===== src/ccp_timer_pkg.sv =====
// Constants for the dual mode capture/compare timer.
// Assumes a single system clock domain.
package ccp_timer_pkg;
    localparam int          CNT_W          = 16;
    localparam logic [15:0] CNT_RESET      = 16'h0000;
    localparam logic [15:0] CNT_MAX        = 16'hffff;
    // Clock source select codes
    localparam logic [1:0]  CLK_SEL_SYS    = 2'h0;
    localparam logic [1:0]  CLK_SEL_PULSE  = 2'h1;
    localparam logic [1:0]  CLK_SEL_EVENT  = 2'h2;
    localparam logic [1:0]  CLK_SEL_STOP   = 2'h3;
    // Flag and control bit positions inside control registers
    localparam int          CR2_EDGE_ONE   = 7;
    localparam int          CR2_EDGE_TWO   = 6;
    localparam int          CR2_CMP_ONE    = 5;
    localparam int          CR1_OVERFLOW   = 3;
    localparam int          CR3_DET_ONE    = 0;
    localparam int          CR3_DET_TWO    = 1;
    localparam int          CR3_MODE       = 7;
    // Pin synchroniser depth
    localparam int          SYNC_STAGES    = 3;
endpackage


===== src/ccp_pin_sync.sv =====
// Three flop pin synchroniser with rising/falling edge pulses.
// Assumes an asynchronous input pin and the system clock.
`timescale 1ns/10ps
`default_nettype none
module ccp_pin_sync (
    // Clock and reset
    input  wire logic i_clk,
    input  wire logic i_resetn,
    // Pin and results
    input  wire logic i_pin,
    output logic      o_level,
    output logic      o_rise,
    output logic      o_fall
);
    import ccp_timer_pkg::*;

    logic [SYNC_STAGES-1:0] sync_q;
    logic [SYNC_STAGES-1:0] sync_d;
    logic                   level_q;
    logic                   level_d;

    always_comb begin
        sync_d  = {sync_q[SYNC_STAGES-2:0], i_pin};
        level_d = level_q;
        // Change counts once stages two and three agree
        if (sync_q[1] == sync_q[2]) begin
            level_d = sync_q[2];
        end
    end

    always_ff @(posedge i_clk or negedge i_resetn) begin
        if (!i_resetn) begin
            sync_q  <= '0;
            level_q <= 1'b0;
        end else begin
            sync_q  <= sync_d;
            level_q <= level_d;
        end
    end

    assign o_level = level_q;
    assign o_rise  = level_d & ~level_q;
    assign o_fall  = ~level_d & level_q;
endmodule
`default_nettype wire


===== src/ccp_timer.sv =====
// Dual mode 16-bit capture/compare timer with PWM output.
// Assumes pins are asynchronous; control bits come from a CPU register
// file on the same clock; flag clears are one-cycle pulses.
`timescale 1ns/10ps
`default_nettype none
module ccp_timer (
    // Clock and reset
    input  wire logic                          I_CLK,
    input  wire logic                          I_RESETN,
    // Configuration
    input  wire logic [1:0]                    I_CLK_SEL,
    input  wire logic                          I_CAPTURE_MODE_SELECT,
    input  wire logic                          I_EDGE_ONE_DETECT_ENABLE,
    input  wire logic                          I_EDGE_TWO_DETECT_ENABLE,
    input  wire logic                          I_EDGE_ONE_POLARITY,
    input  wire logic                          I_EDGE_TWO_POLARITY,
    input  wire logic                          I_CMP_ONE_OUT_ENABLE,
    input  wire logic                          I_CMP_TWO_OUT_ENABLE,
    input  wire logic                          I_EDGE_OUT_ENABLE,
    input  wire logic                          I_EDGE_RESET_ENABLE,
    input  wire logic [2:0]                    I_PIN_TIMER_FUNC,
    // Register writes
    input  wire logic                          I_CNT_CLEAR,
    input  wire logic                          I_CMP_WR,
    input  wire logic [ccp_timer_pkg::CNT_W-1:0] I_CMP_DATA,
    input  wire logic                          I_CAPCMP_WR,
    input  wire logic [ccp_timer_pkg::CNT_W-1:0] I_CAPCMP_DATA,
    // Flag clear pulses: edge one, edge/cmp two, cmp one, overflow
    input  wire logic [3:0]                    I_FLAG_CLR,
    // Pins
    input  wire logic                          I_EVENT_CLOCK_PIN,
    input  wire logic                          I_CAPTURE1_RESET_PIN,
    input  wire logic                          I_CAPTURE2_PWM_PIN,
    output logic                               O_CAPTURE2_PWM_PIN,
    output logic                               O_CAPTURE2_PWM_OE_N,
    // State
    output logic [ccp_timer_pkg::CNT_W-1:0]    O_COUNTER,
    output logic [ccp_timer_pkg::CNT_W-1:0]    O_COMPARE,
    output logic [ccp_timer_pkg::CNT_W-1:0]    O_CAPTURE_COMPARE,
    output logic [ccp_timer_pkg::CNT_W-1:0]    O_CAPTURE_TWO,
    output logic [7:0]                         O_CONTROL_REG_ONE,
    output logic [7:0]                         O_CONTROL_REG_TWO,
    output logic                               O_PWM_LEVEL
);
    import ccp_timer_pkg::*;

    logic [CNT_W-1:0] cnt_q,    cnt_d;
    logic [CNT_W-1:0] cmp_q,    cmp_d;
    logic [CNT_W-1:0] capcmp_q, capcmp_d;
    logic [CNT_W-1:0] cap2_q,   cap2_d;
    logic             edge1_flag_q, edge1_flag_d;
    logic             flag2_q,      flag2_d;
    logic             cmp1_flag_q,  cmp1_flag_d;
    logic             ovf_flag_q,   ovf_flag_d;
    logic             pwm_q,        pwm_d;
    logic             evt_level, evt_rise;
    logic             p1_rise,   p1_fall;
    logic             p2_rise,   p2_fall;
    logic             tick;
    logic             edge1_evt;
    logic             edge2_evt;
    logic             cmp1_hit;
    logic             cmp2_hit;
    logic             wrap;
    logic             toggle;

    ccp_pin_sync u_evt_sync (
        .i_clk    (I_CLK),
        .i_resetn (I_RESETN),
        .i_pin    (I_EVENT_CLOCK_PIN),
        .o_level  (evt_level),
        .o_rise   (evt_rise),
        .o_fall   ()
    );
    ccp_pin_sync u_p1_sync (
        .i_clk    (I_CLK),
        .i_resetn (I_RESETN),
        .i_pin    (I_CAPTURE1_RESET_PIN),
        .o_level  (),
        .o_rise   (p1_rise),
        .o_fall   (p1_fall)
    );
    ccp_pin_sync u_p2_sync (
        .i_clk    (I_CLK),
        .i_resetn (I_RESETN),
        .i_pin    (I_CAPTURE2_PWM_PIN),
        .o_level  (),
        .o_rise   (p2_rise),
        .o_fall   (p2_fall)
    );
    // Clock source select, no prescaler stage
    always_comb begin
        case (I_CLK_SEL)
            CLK_SEL_SYS:   tick = 1'b1;
            CLK_SEL_EVENT: tick = evt_rise &
                                  I_PIN_TIMER_FUNC[0];
            CLK_SEL_PULSE: tick = evt_level &
                                  I_PIN_TIMER_FUNC[0];
            CLK_SEL_STOP:  tick = 1'b0;
            default:       tick = 1'b0;
        endcase
    end

    // Pin functions gated by port control selection
    assign edge1_evt = I_PIN_TIMER_FUNC[1] &
        (I_EDGE_ONE_POLARITY ? p1_rise : p1_fall);
    assign edge2_evt = I_PIN_TIMER_FUNC[2] & I_CAPTURE_MODE_SELECT &
        (I_EDGE_TWO_POLARITY ? p2_rise : p2_fall);
    assign cmp1_hit  = (cnt_q == cmp_q);
    assign cmp2_hit  = ~I_CAPTURE_MODE_SELECT &
                       (cnt_q == capcmp_q);
    assign wrap      = tick & (cnt_q == CNT_MAX);

    // PWM toggle sources in compare mode
    assign toggle = ~I_CAPTURE_MODE_SELECT & (
        (cmp1_hit & I_CMP_ONE_OUT_ENABLE) |
        (cmp2_hit & I_CMP_TWO_OUT_ENABLE) |
        (edge1_evt & I_EDGE_OUT_ENABLE));

    always_comb begin
        cnt_d    = cnt_q;
        cmp_d    = cmp_q;
        capcmp_d = capcmp_q;
        cap2_d   = cap2_q;
        pwm_d    = pwm_q ^ toggle;
        if (tick) begin
            cnt_d = cnt_q + 16'h0001;
        end
        if (I_CNT_CLEAR ||
            (~I_CAPTURE_MODE_SELECT & edge1_evt & I_EDGE_RESET_ENABLE)) begin
            cnt_d = CNT_RESET;
        end
        if (I_CMP_WR) begin
            cmp_d = I_CMP_DATA;
        end
        if (I_CAPCMP_WR) begin
            capcmp_d = I_CAPCMP_DATA;
        end
        if (I_CAPTURE_MODE_SELECT && edge1_evt && I_EDGE_ONE_DETECT_ENABLE) begin
            capcmp_d = cnt_q;
        end
        if (edge2_evt && I_EDGE_TWO_DETECT_ENABLE) begin
            cap2_d = cnt_q;
        end
    end

    // Sticky flags, set wins over clear
    always_comb begin
        edge1_flag_d = (edge1_flag_q & ~I_FLAG_CLR[0]) | edge1_evt;
        flag2_d      = (flag2_q & ~I_FLAG_CLR[1]) |
                       edge2_evt | cmp2_hit;
        cmp1_flag_d  = (cmp1_flag_q & ~I_FLAG_CLR[2]) | cmp1_hit;
        ovf_flag_d   = (ovf_flag_q & ~I_FLAG_CLR[3]) | wrap;
    end

    always_ff @(posedge I_CLK or negedge I_RESETN) begin
        if (!I_RESETN) begin
            cnt_q        <= CNT_RESET;
            cmp_q        <= CNT_RESET;
            capcmp_q     <= CNT_RESET;
            cap2_q       <= CNT_RESET;
            pwm_q        <= 1'b0;
            edge1_flag_q <= 1'b0;
            flag2_q      <= 1'b0;
            cmp1_flag_q  <= 1'b0;
            ovf_flag_q   <= 1'b0;
        end else begin
            cnt_q        <= cnt_d;
            cmp_q        <= cmp_d;
            capcmp_q     <= capcmp_d;
            cap2_q       <= cap2_d;
            pwm_q        <= pwm_d;
            edge1_flag_q <= edge1_flag_d;
            flag2_q      <= flag2_d;
            cmp1_flag_q  <= cmp1_flag_d;
            ovf_flag_q   <= ovf_flag_d;
        end
    end

    // Outputs
    assign O_COUNTER           = cnt_q;
    assign O_COMPARE           = cmp_q;
    assign O_CAPTURE_COMPARE   = capcmp_q;
    assign O_CAPTURE_TWO       = cap2_q;
    assign O_PWM_LEVEL         = pwm_q;
    assign O_CAPTURE2_PWM_PIN  = pwm_q;
    assign O_CAPTURE2_PWM_OE_N = ~(I_PIN_TIMER_FUNC[2] &
                                   ~I_CAPTURE_MODE_SELECT);
    always_comb begin
        O_CONTROL_REG_ONE               = 8'h00;
        O_CONTROL_REG_ONE[CR1_OVERFLOW] = ovf_flag_q;
        O_CONTROL_REG_TWO               = 8'h00;
        O_CONTROL_REG_TWO[CR2_EDGE_ONE] = edge1_flag_q;
        O_CONTROL_REG_TWO[CR2_EDGE_TWO] = flag2_q;
        O_CONTROL_REG_TWO[CR2_CMP_ONE]  = cmp1_flag_q;
    end

    // Checks
    property p_overflow_flag;
        @(posedge I_CLK) disable iff (!I_RESETN)
        wrap |=> ovf_flag_q;
    endproperty
    a_overflow_flag: assert property (p_overflow_flag)
        else $error("overflow flag not set on wrap");

    property p_count_step;
        @(posedge I_CLK) disable iff (!I_RESETN)
        (tick && !I_CNT_CLEAR && !edge1_evt) |=> cnt_q == $past(cnt_q) + 16'h0001;
    endproperty
    a_count_step: assert property (p_count_step)
        else $error("counter did not step by one");

    property p_stop_hold;
        @(posedge I_CLK) disable iff (!I_RESETN)
        (I_CLK_SEL == CLK_SEL_STOP && !I_CNT_CLEAR && !edge1_evt)
            |=> cnt_q == $past(cnt_q);
    endproperty
    a_stop_hold: assert property (p_stop_hold)
        else $error("counter moved while stopped");

    property p_cmp1_flag;
        @(posedge I_CLK) disable iff (!I_RESETN)
        (cnt_q == cmp_q) |=> cmp1_flag_q;
    endproperty
    a_cmp1_flag: assert property (p_cmp1_flag)
        else $error("compare one flag missed");

    property p_capture_one;
        @(posedge I_CLK) disable iff (!I_RESETN)
        (I_CAPTURE_MODE_SELECT && edge1_evt && I_EDGE_ONE_DETECT_ENABLE)
            |=> capcmp_q == $past(cnt_q);
    endproperty
    a_capture_one: assert property (p_capture_one)
        else $error("capture one value wrong");

    property p_capture_two;
        @(posedge I_CLK) disable iff (!I_RESETN)
        (edge2_evt && I_EDGE_TWO_DETECT_ENABLE) |=> cap2_q == $past(cnt_q);
    endproperty
    a_capture_two: assert property (p_capture_two)
        else $error("capture two value wrong");

    property p_edge_one_flag;
        @(posedge I_CLK) disable iff (!I_RESETN)
        edge1_evt |=> edge1_flag_q;
    endproperty
    a_edge_one_flag: assert property (p_edge_one_flag)
        else $error("edge one flag missed");

    property p_pwm_hold_capture;
        @(posedge I_CLK) disable iff (!I_RESETN)
        I_CAPTURE_MODE_SELECT |=> pwm_q == $past(pwm_q);
    endproperty
    a_pwm_hold_capture: assert property (p_pwm_hold_capture)
        else $error("pwm toggled in capture mode");

    property p_sticky;
        @(posedge I_CLK) disable iff (!I_RESETN)
        (ovf_flag_q && !I_FLAG_CLR[3]) |=> ovf_flag_q;
    endproperty
    a_sticky: assert property (p_sticky)
        else $error("flag dropped without clear");

    property p_cmp2_flag;
        @(posedge I_CLK) disable iff (!I_RESETN)
        cmp2_hit |=> flag2_q;
    endproperty
    a_cmp2_flag: assert property (p_cmp2_flag)
        else $error("compare two flag missed");

    property p_edge_two_flag;
        @(posedge I_CLK) disable iff (!I_RESETN)
        edge2_evt |=> flag2_q;
    endproperty
    a_edge_two_flag: assert property (p_edge_two_flag)
        else $error("edge two flag missed");

    property p_edge_reset;
        @(posedge I_CLK) disable iff (!I_RESETN)
        (!I_CAPTURE_MODE_SELECT && edge1_evt && I_EDGE_RESET_ENABLE)
            |=> cnt_q == CNT_RESET;
    endproperty
    a_edge_reset: assert property (p_edge_reset)
        else $error("edge did not reset counter");

    property p_pwm_toggle;
        @(posedge I_CLK) disable iff (!I_RESETN)
        toggle |=> pwm_q != $past(pwm_q);
    endproperty
    a_pwm_toggle: assert property (p_pwm_toggle)
        else $error("pwm did not toggle");
endmodule
`default_nettype wire


===== config.mk =====
export PLATFORM = sky130hd
export DESIGN_NAME = ccp_timer
export DESIGN_NICKNAME = d
export VERILOG_FILES = /design/src/ccp_timer_pkg.sv /design/src/ccp_pin_sync.sv /design/src/ccp_timer.sv
export SDC_FILE = /design/constraint.sdc
export NUM_CORES = 1
export LEC_CHECK = 0
export BUFFER_PORTS_ARGS = -buffer_cell sky130_fd_sc_hd__buf_4
export CAP_MARGIN = 20
export CORE_UTILIZATION = 47
export CTS_BUF_LIST = sky130_fd_sc_hd__clkbuf_4 sky130_fd_sc_hd__clkbuf_8
export DETAILED_ROUTE_END_ITERATION = 8
export PLACE_DENSITY_LB_ADDON = 0.12
export SLEW_MARGIN = 40
export SYNTH_ARGS = -nofsm -noshare
export SYNTH_HDL_FRONTEND = slang
export SYNTH_HIERARCHICAL = 1
export SYNTH_SLANG_ARGS = --single-unit

===== constraint.sdc =====
create_clock -name I_CLK -period 1.72 [get_ports I_CLK]
set_input_delay 0.086 -clock I_CLK [delete_from_list [all_inputs] [get_ports I_CLK]]
set_output_delay 0.086 -clock I_CLK [all_outputs]
set_load 0.005 [all_outputs]

# After elaboration in Yosys (flattened, before gate mapping)
# Index checks and enable logic that the tools add are counted.
dict set report totals {
  elab_cells 84
  ff_bits 81
  in_bits 58
}
dict set report op_classes {
  addsub 1
  n_eq_ne 9
  reduce_logical 7
  mux 10
  n_bitwise 42
}
# cell n
set ops {}
lappend ops {{$mux W16} 4}
lappend ops {{$eq A16 B16 Y1} 2}
lappend ops {{$and A1 B1 Y1} 23}
lappend ops {{$add A16 B1 Y16 const B} 1}
lappend ops {{$eq A16 B16 Y1 const B} 1}
lappend ops {{$not A1 Y1} 11}
lappend ops {{$or A1 B1 Y1} 7}
lappend ops {{$mux W1} 5}
lappend ops {{$eq A2 B2 Y1 const B} 2}
lappend ops {{$pmux W1 S4} 1}
lappend ops {{$reduce_bool A2 Y1} 2}
lappend ops {{$eq A1 B1 Y1} 3}
lappend ops {{$logic_and A1 B1 Y1} 3}
lappend ops {{$eq A2 B1 Y1 const B} 1}
lappend ops {{$logic_not A2 Y1} 1}
lappend ops {{$logic_or A1 B1 Y1} 1}
lappend ops {{$xor A1 B1 Y1} 1}

# Depth between registers and ports, before layout
dict set report logic_depth {
  depth_word 10
  depth_mapped 7
  depth_no_buf 7
}

# By module
# The synthesis kept the hierarchy.
# mod area_per_inst_um2 cells_per_inst instances
set modules_own_cells {}
lappend modules_own_cells {ccp_timer 3656.0 342 1}
lappend modules_own_cells {ccp_pin_sync 128.9 7 3}

# Worst setup path before layout
# No wires, ideal clock.
dict set report synth_path {
  path_type {register to register}
  from {register u_p2_sync.sync_q[1]}
  to {register cap2_q[0] (netlist: O_CAPTURE_TWO[0])}
  period_less_slack_ps 1705
  required_ps 1595
  setup_time_ps 125
  arrival_time_ps 1580
  path_stages_with_launch 7
  slack_ps 15
  n_path_buf 1
  path_cell_list {dfrtp_1 > and3b_2 > mux2i_1 > nor2_1 > nand2_1 > buf_2 > mux2_2}
}
dict set report synth_between {
  word_cells_on_any_way 8
}
# item line
set synth_rtl {}
lappend synth_rtl {{start: declaration} ccp_pin_sync.sv:17} ;# logic [SYNC_STAGES-1:0] sync_q;
lappend synth_rtl {{start signal: assignment} ccp_pin_sync.sv:36} ;# sync_q <= sync_d;
lappend synth_rtl {{$eq A1 B1 Y1} ccp_pin_sync.sv:26} ;# if (sync_q[1] == sync_q[2]) begin
lappend synth_rtl {{$mux W1} ccp_pin_sync.sv:26}
lappend synth_rtl {{$and A1 B1 Y1} ccp_pin_sync.sv:42} ;# assign o_rise = level_d & ~level_q;
lappend synth_rtl {{via p2_rise} ccp_timer.sv:58} ;# logic p2_rise, p2_fall;
lappend synth_rtl {{$mux W1} ccp_timer.sv:108} ;# (I_EDGE_TWO_POLARITY ? p2_rise : p2_fall);
lappend synth_rtl {{$and A1 B1 Y1} ccp_timer.sv:107} ;# assign edge2_evt = I_PIN_TIMER_FUNC[2] & I_CAPTURE_MODE_SELECT &
lappend synth_rtl {{$logic_and A1 B1 Y1} ccp_timer.sv:142} ;# if (edge2_evt && I_EDGE_TWO_DETECT_ENABLE) begin
lappend synth_rtl {{end signal: assignment} ccp_timer.sv:171} ;# cap2_q <= cap2_d;
lappend synth_rtl {{end: declaration} ccp_timer.sv:50} ;# logic [CNT_W-1:0] cap2_q, cap2_d;
# The timed path passes the listed nets, and every way through them passes these cells.
# A chain may end at the register's enable or synchronous reset.

# Final worst setup path
dict set report layout_path {
  from {register cnt_q[5] (netlist: O_COUNTER[5])}
  to {register cnt_q[14] (netlist: O_COUNTER[14])}
}
dict set report layout_between {
  elab_chain_len 3
}
# item line
set layout_rtl {}
lappend layout_rtl {{start: declaration} ccp_timer.sv:47} ;# logic [CNT_W-1:0] cnt_q, cnt_d;
lappend layout_rtl {{start signal: assignment} ccp_timer.sv:168} ;# cnt_q <= cnt_d;
lappend layout_rtl {{$add A16 B1 Y16} ccp_timer.sv:127} ;# cnt_d = cnt_q + 16'h0001;
lappend layout_rtl {{$mux W16} ccp_timer.sv:126} ;# if (tick) begin
lappend layout_rtl {{$mux W16} ccp_timer.sv:129} ;# if (I_CNT_CLEAR ||
# Every way passes these cells. The select of a mux whose other input is x is not followed.

==> results.txt <==
Outcome: finished, final reports clean
Seq pwr share: 50.4%
Die Wd: 94.7 um
Reg2Reg Depth: 5
I/O Pins: 141
Die H: 94.7 um
GR Util met1: 31.3%
Crit path cell chain: and4_4 > nand4_4 > nand4bb_4 > or3_4 > a21oi_2
Die Area: 8960 um^2
FF-to-FF setup slack: 4 ps
Cells after Synth: 362
Unrepaired setup endpoints after global routing: true
Grt ovf: 0
Sw Share: 26.2%
Crit Path Class: reg -> reg
Synth warn: 6
Initial antenna violation count: 0
Data arrival, critical path: 1990 ps
Number of antenna cells inserted: 0
Tmin final: 1720 ps
Mean Syn Cell Area: 11.1 um^2
Total number of vias: 3,251
Maxcap violations: 0
# setup viols final: 0
Total power: 4.26 mW
First-pass GRT wire length: 16,200 um
Remaining antenna violation count: 0
TritonCTS Sinks: 81
Clk pin slew, worst setup/hold paths: 80 ps
Part of the power in combinational logic: 16.8%
PwrDens: 743 nW/um^2
Startpoint Class: register
CTS tree: built
Nets@finish: 589
Hold path start: I_FLAG_CLR[0]
Clock H-tree levels: 3
Clk buf depth: 2
Min-delay worst type: in -> reg
GR met3 Demand/Resource: 4.19%
Final setup skew: 8.68 ps
Hold-critical path endpoint: edge1_flag_q
Worst Setup End Kind: register
R2r endpoint: O_COUNTER[14]
Dpl cell area: 5200 um^2
Area growth syn-to-layout: 42.2%
GRT Max-Usage Layer: met2
Vias in the first global route: 3,216
CP startpoint: O_COUNTER[5]
Tcrit/Tclk final: 99.8%
Net switching power: 1.12 mW
Max-slew violations: 0
Core Region: 8260 um^2
WL/cell: 16.3 um
Final Instance Area: 5740 um^2
Num rows: 33
Vias per std cell: 5.10
Max IR drop VDD: 0.407 mV
Largest net degree at the start of global routing: 34
FMAX: 583 MHz
Max Fanout on Critical Path: 5
Mapped Area: 4040 um^2
Ratio of cells with drive above 1 in the final layout: 45.8%
Layout Utilization: 69.5%
Buffers added on ports: 128
GR Util met2: 40.5%
TritonCTS buffer count: 9
Leak pwr: 2.93 nW
Critical R2R Launch: O_COUNTER[5]
GPL Wtd Cong: 0.798
Final hold violations: 0
GRT Total Usage: 24.1%
Final wirelength: 10,400 um
DP Worst Slack: -83.0 ps
CTS root buf: clkbuf_8
Residual DRC: 0
Hold-critical path depth: 3
Slowest stage delay, CP: 440 ps
DPL Wire Length: 7560 um
Required time worst endpoint: 1990 ps
Starting density of the core: 48.9%
CP max stage cell: dfrtp_1
Pre-antenna DRT Iters: 4
Clk pwr share: 32.8%
Clk_lat worst skew: 340 ps
Internal: 3.15 mW
Post-route setup slack: 3.85 ps
Initial drt markers: 73
[power by group through the flow]
stage	Sequential [mW]	Clock, mW	Combinational [mW]
2_1_floorplan	2.16	0	0.297
3_3_place_gp	2.18	0	0.646
3_5_place_dp	2.18	0	0.657
4_1_cts	2.15	1.43	0.710
5_1_grt	2.17	1.50	0.785
6_report	2.15	1.40	0.716
[state kept, by name, indices dropped and copies added, names as in the netlist, 3 cells and up]
signal	count
O_CAPTURE_COMPARE	16
O_CAPTURE_TWO	16
O_COMPARE	16
O_COUNTER	16
u_evt_sync/sync_q	3
u_p1_sync/sync_q	3
u_p2_sync/sync_q	3
[how the worst max path moves through the flow]
stage                              end  slack, ps  cells past startpoint
floorplan             O_CAPTURE_TWO[0]         10                      6
global placement    O_CAPTURE2_PWM_PIN        -40                      6
detailed placement  O_CAPTURE2_PWM_PIN        -80                      6
CTS                       O_COUNTER[6]        -40                      6
global route        O_CAPTURE2_PWM_PIN        -70                      5
finish                   O_COUNTER[14]          4                      5
[placed cells by master, fill, tap and decap left out, types with 2 or more instances in the layout]
master and count:
buf_4 159, dfrtp_1 73, xor2_1 38, nor2_1 32, mux2_2 29, dlygate4sd3_1 22, mux2i_1 18, a21oi_1 18
nand2_1 14, conb_1 12, inv_1 11, clkbuf_8 9, dfrtp_2 8, nand4_1 7, o21ai_0 7, nor4_1 6
nand3_1 6, xnor2_1 6, buf_12 4, nor3_1 3, ha_1 3, clkinv_4 3, maj3_2 3, and3b_2 3
o2111ai_1 2, or3_1 2, and2_1 2, a21oi_2 2, nor4_4 2
[stage by stage]
step | setup TNS (ps) | instances | hold slack (ps)
2_1_floorplan | 0 | 373 | -210
3_3_place_gp | -36.0 | 597 | 42.1
3_5_place_dp | -240 | 597 | 47.1
4_1_cts | -139 | 636 | 15.8
5_1_grt | -185 | 638 | 28.0
6_report | 0 | 638 | 26.7
[timing repair]
action,4_1_cts,5_1_grt
resized for setup,6,18
pin swaps,1,10
setup endpoints to repair,7,20
hold buffers,22,0
buffers inserted,1,2
hold endpoints to repair,50,0
[layout make-up]
cell class                      count  area, um^2
Fill cell                         646        2520
Tap cell                          105         131
Clock buffer                       10         131
Inverter                           11        41.3
Clock inverter                      6        68.8
Sequential cell                    81        2040
Timing Repair Buffer              186        1510
Multi-Input combinational cell    239        1820
[routing by layer]
metal	wire, um	part of all wire, %
met5	0	0
met4	110	1.1
met3	553	5.3
met2	5180	50
met1	4520	44
[worst max-delay path: cells and delay by family (launching register included)]
family / cells / cell delay (ps)
simple gates: 4 / 1090
compound gates: 1 / 130
flops: 1 / 440
(Power assumes the default switching activity.)
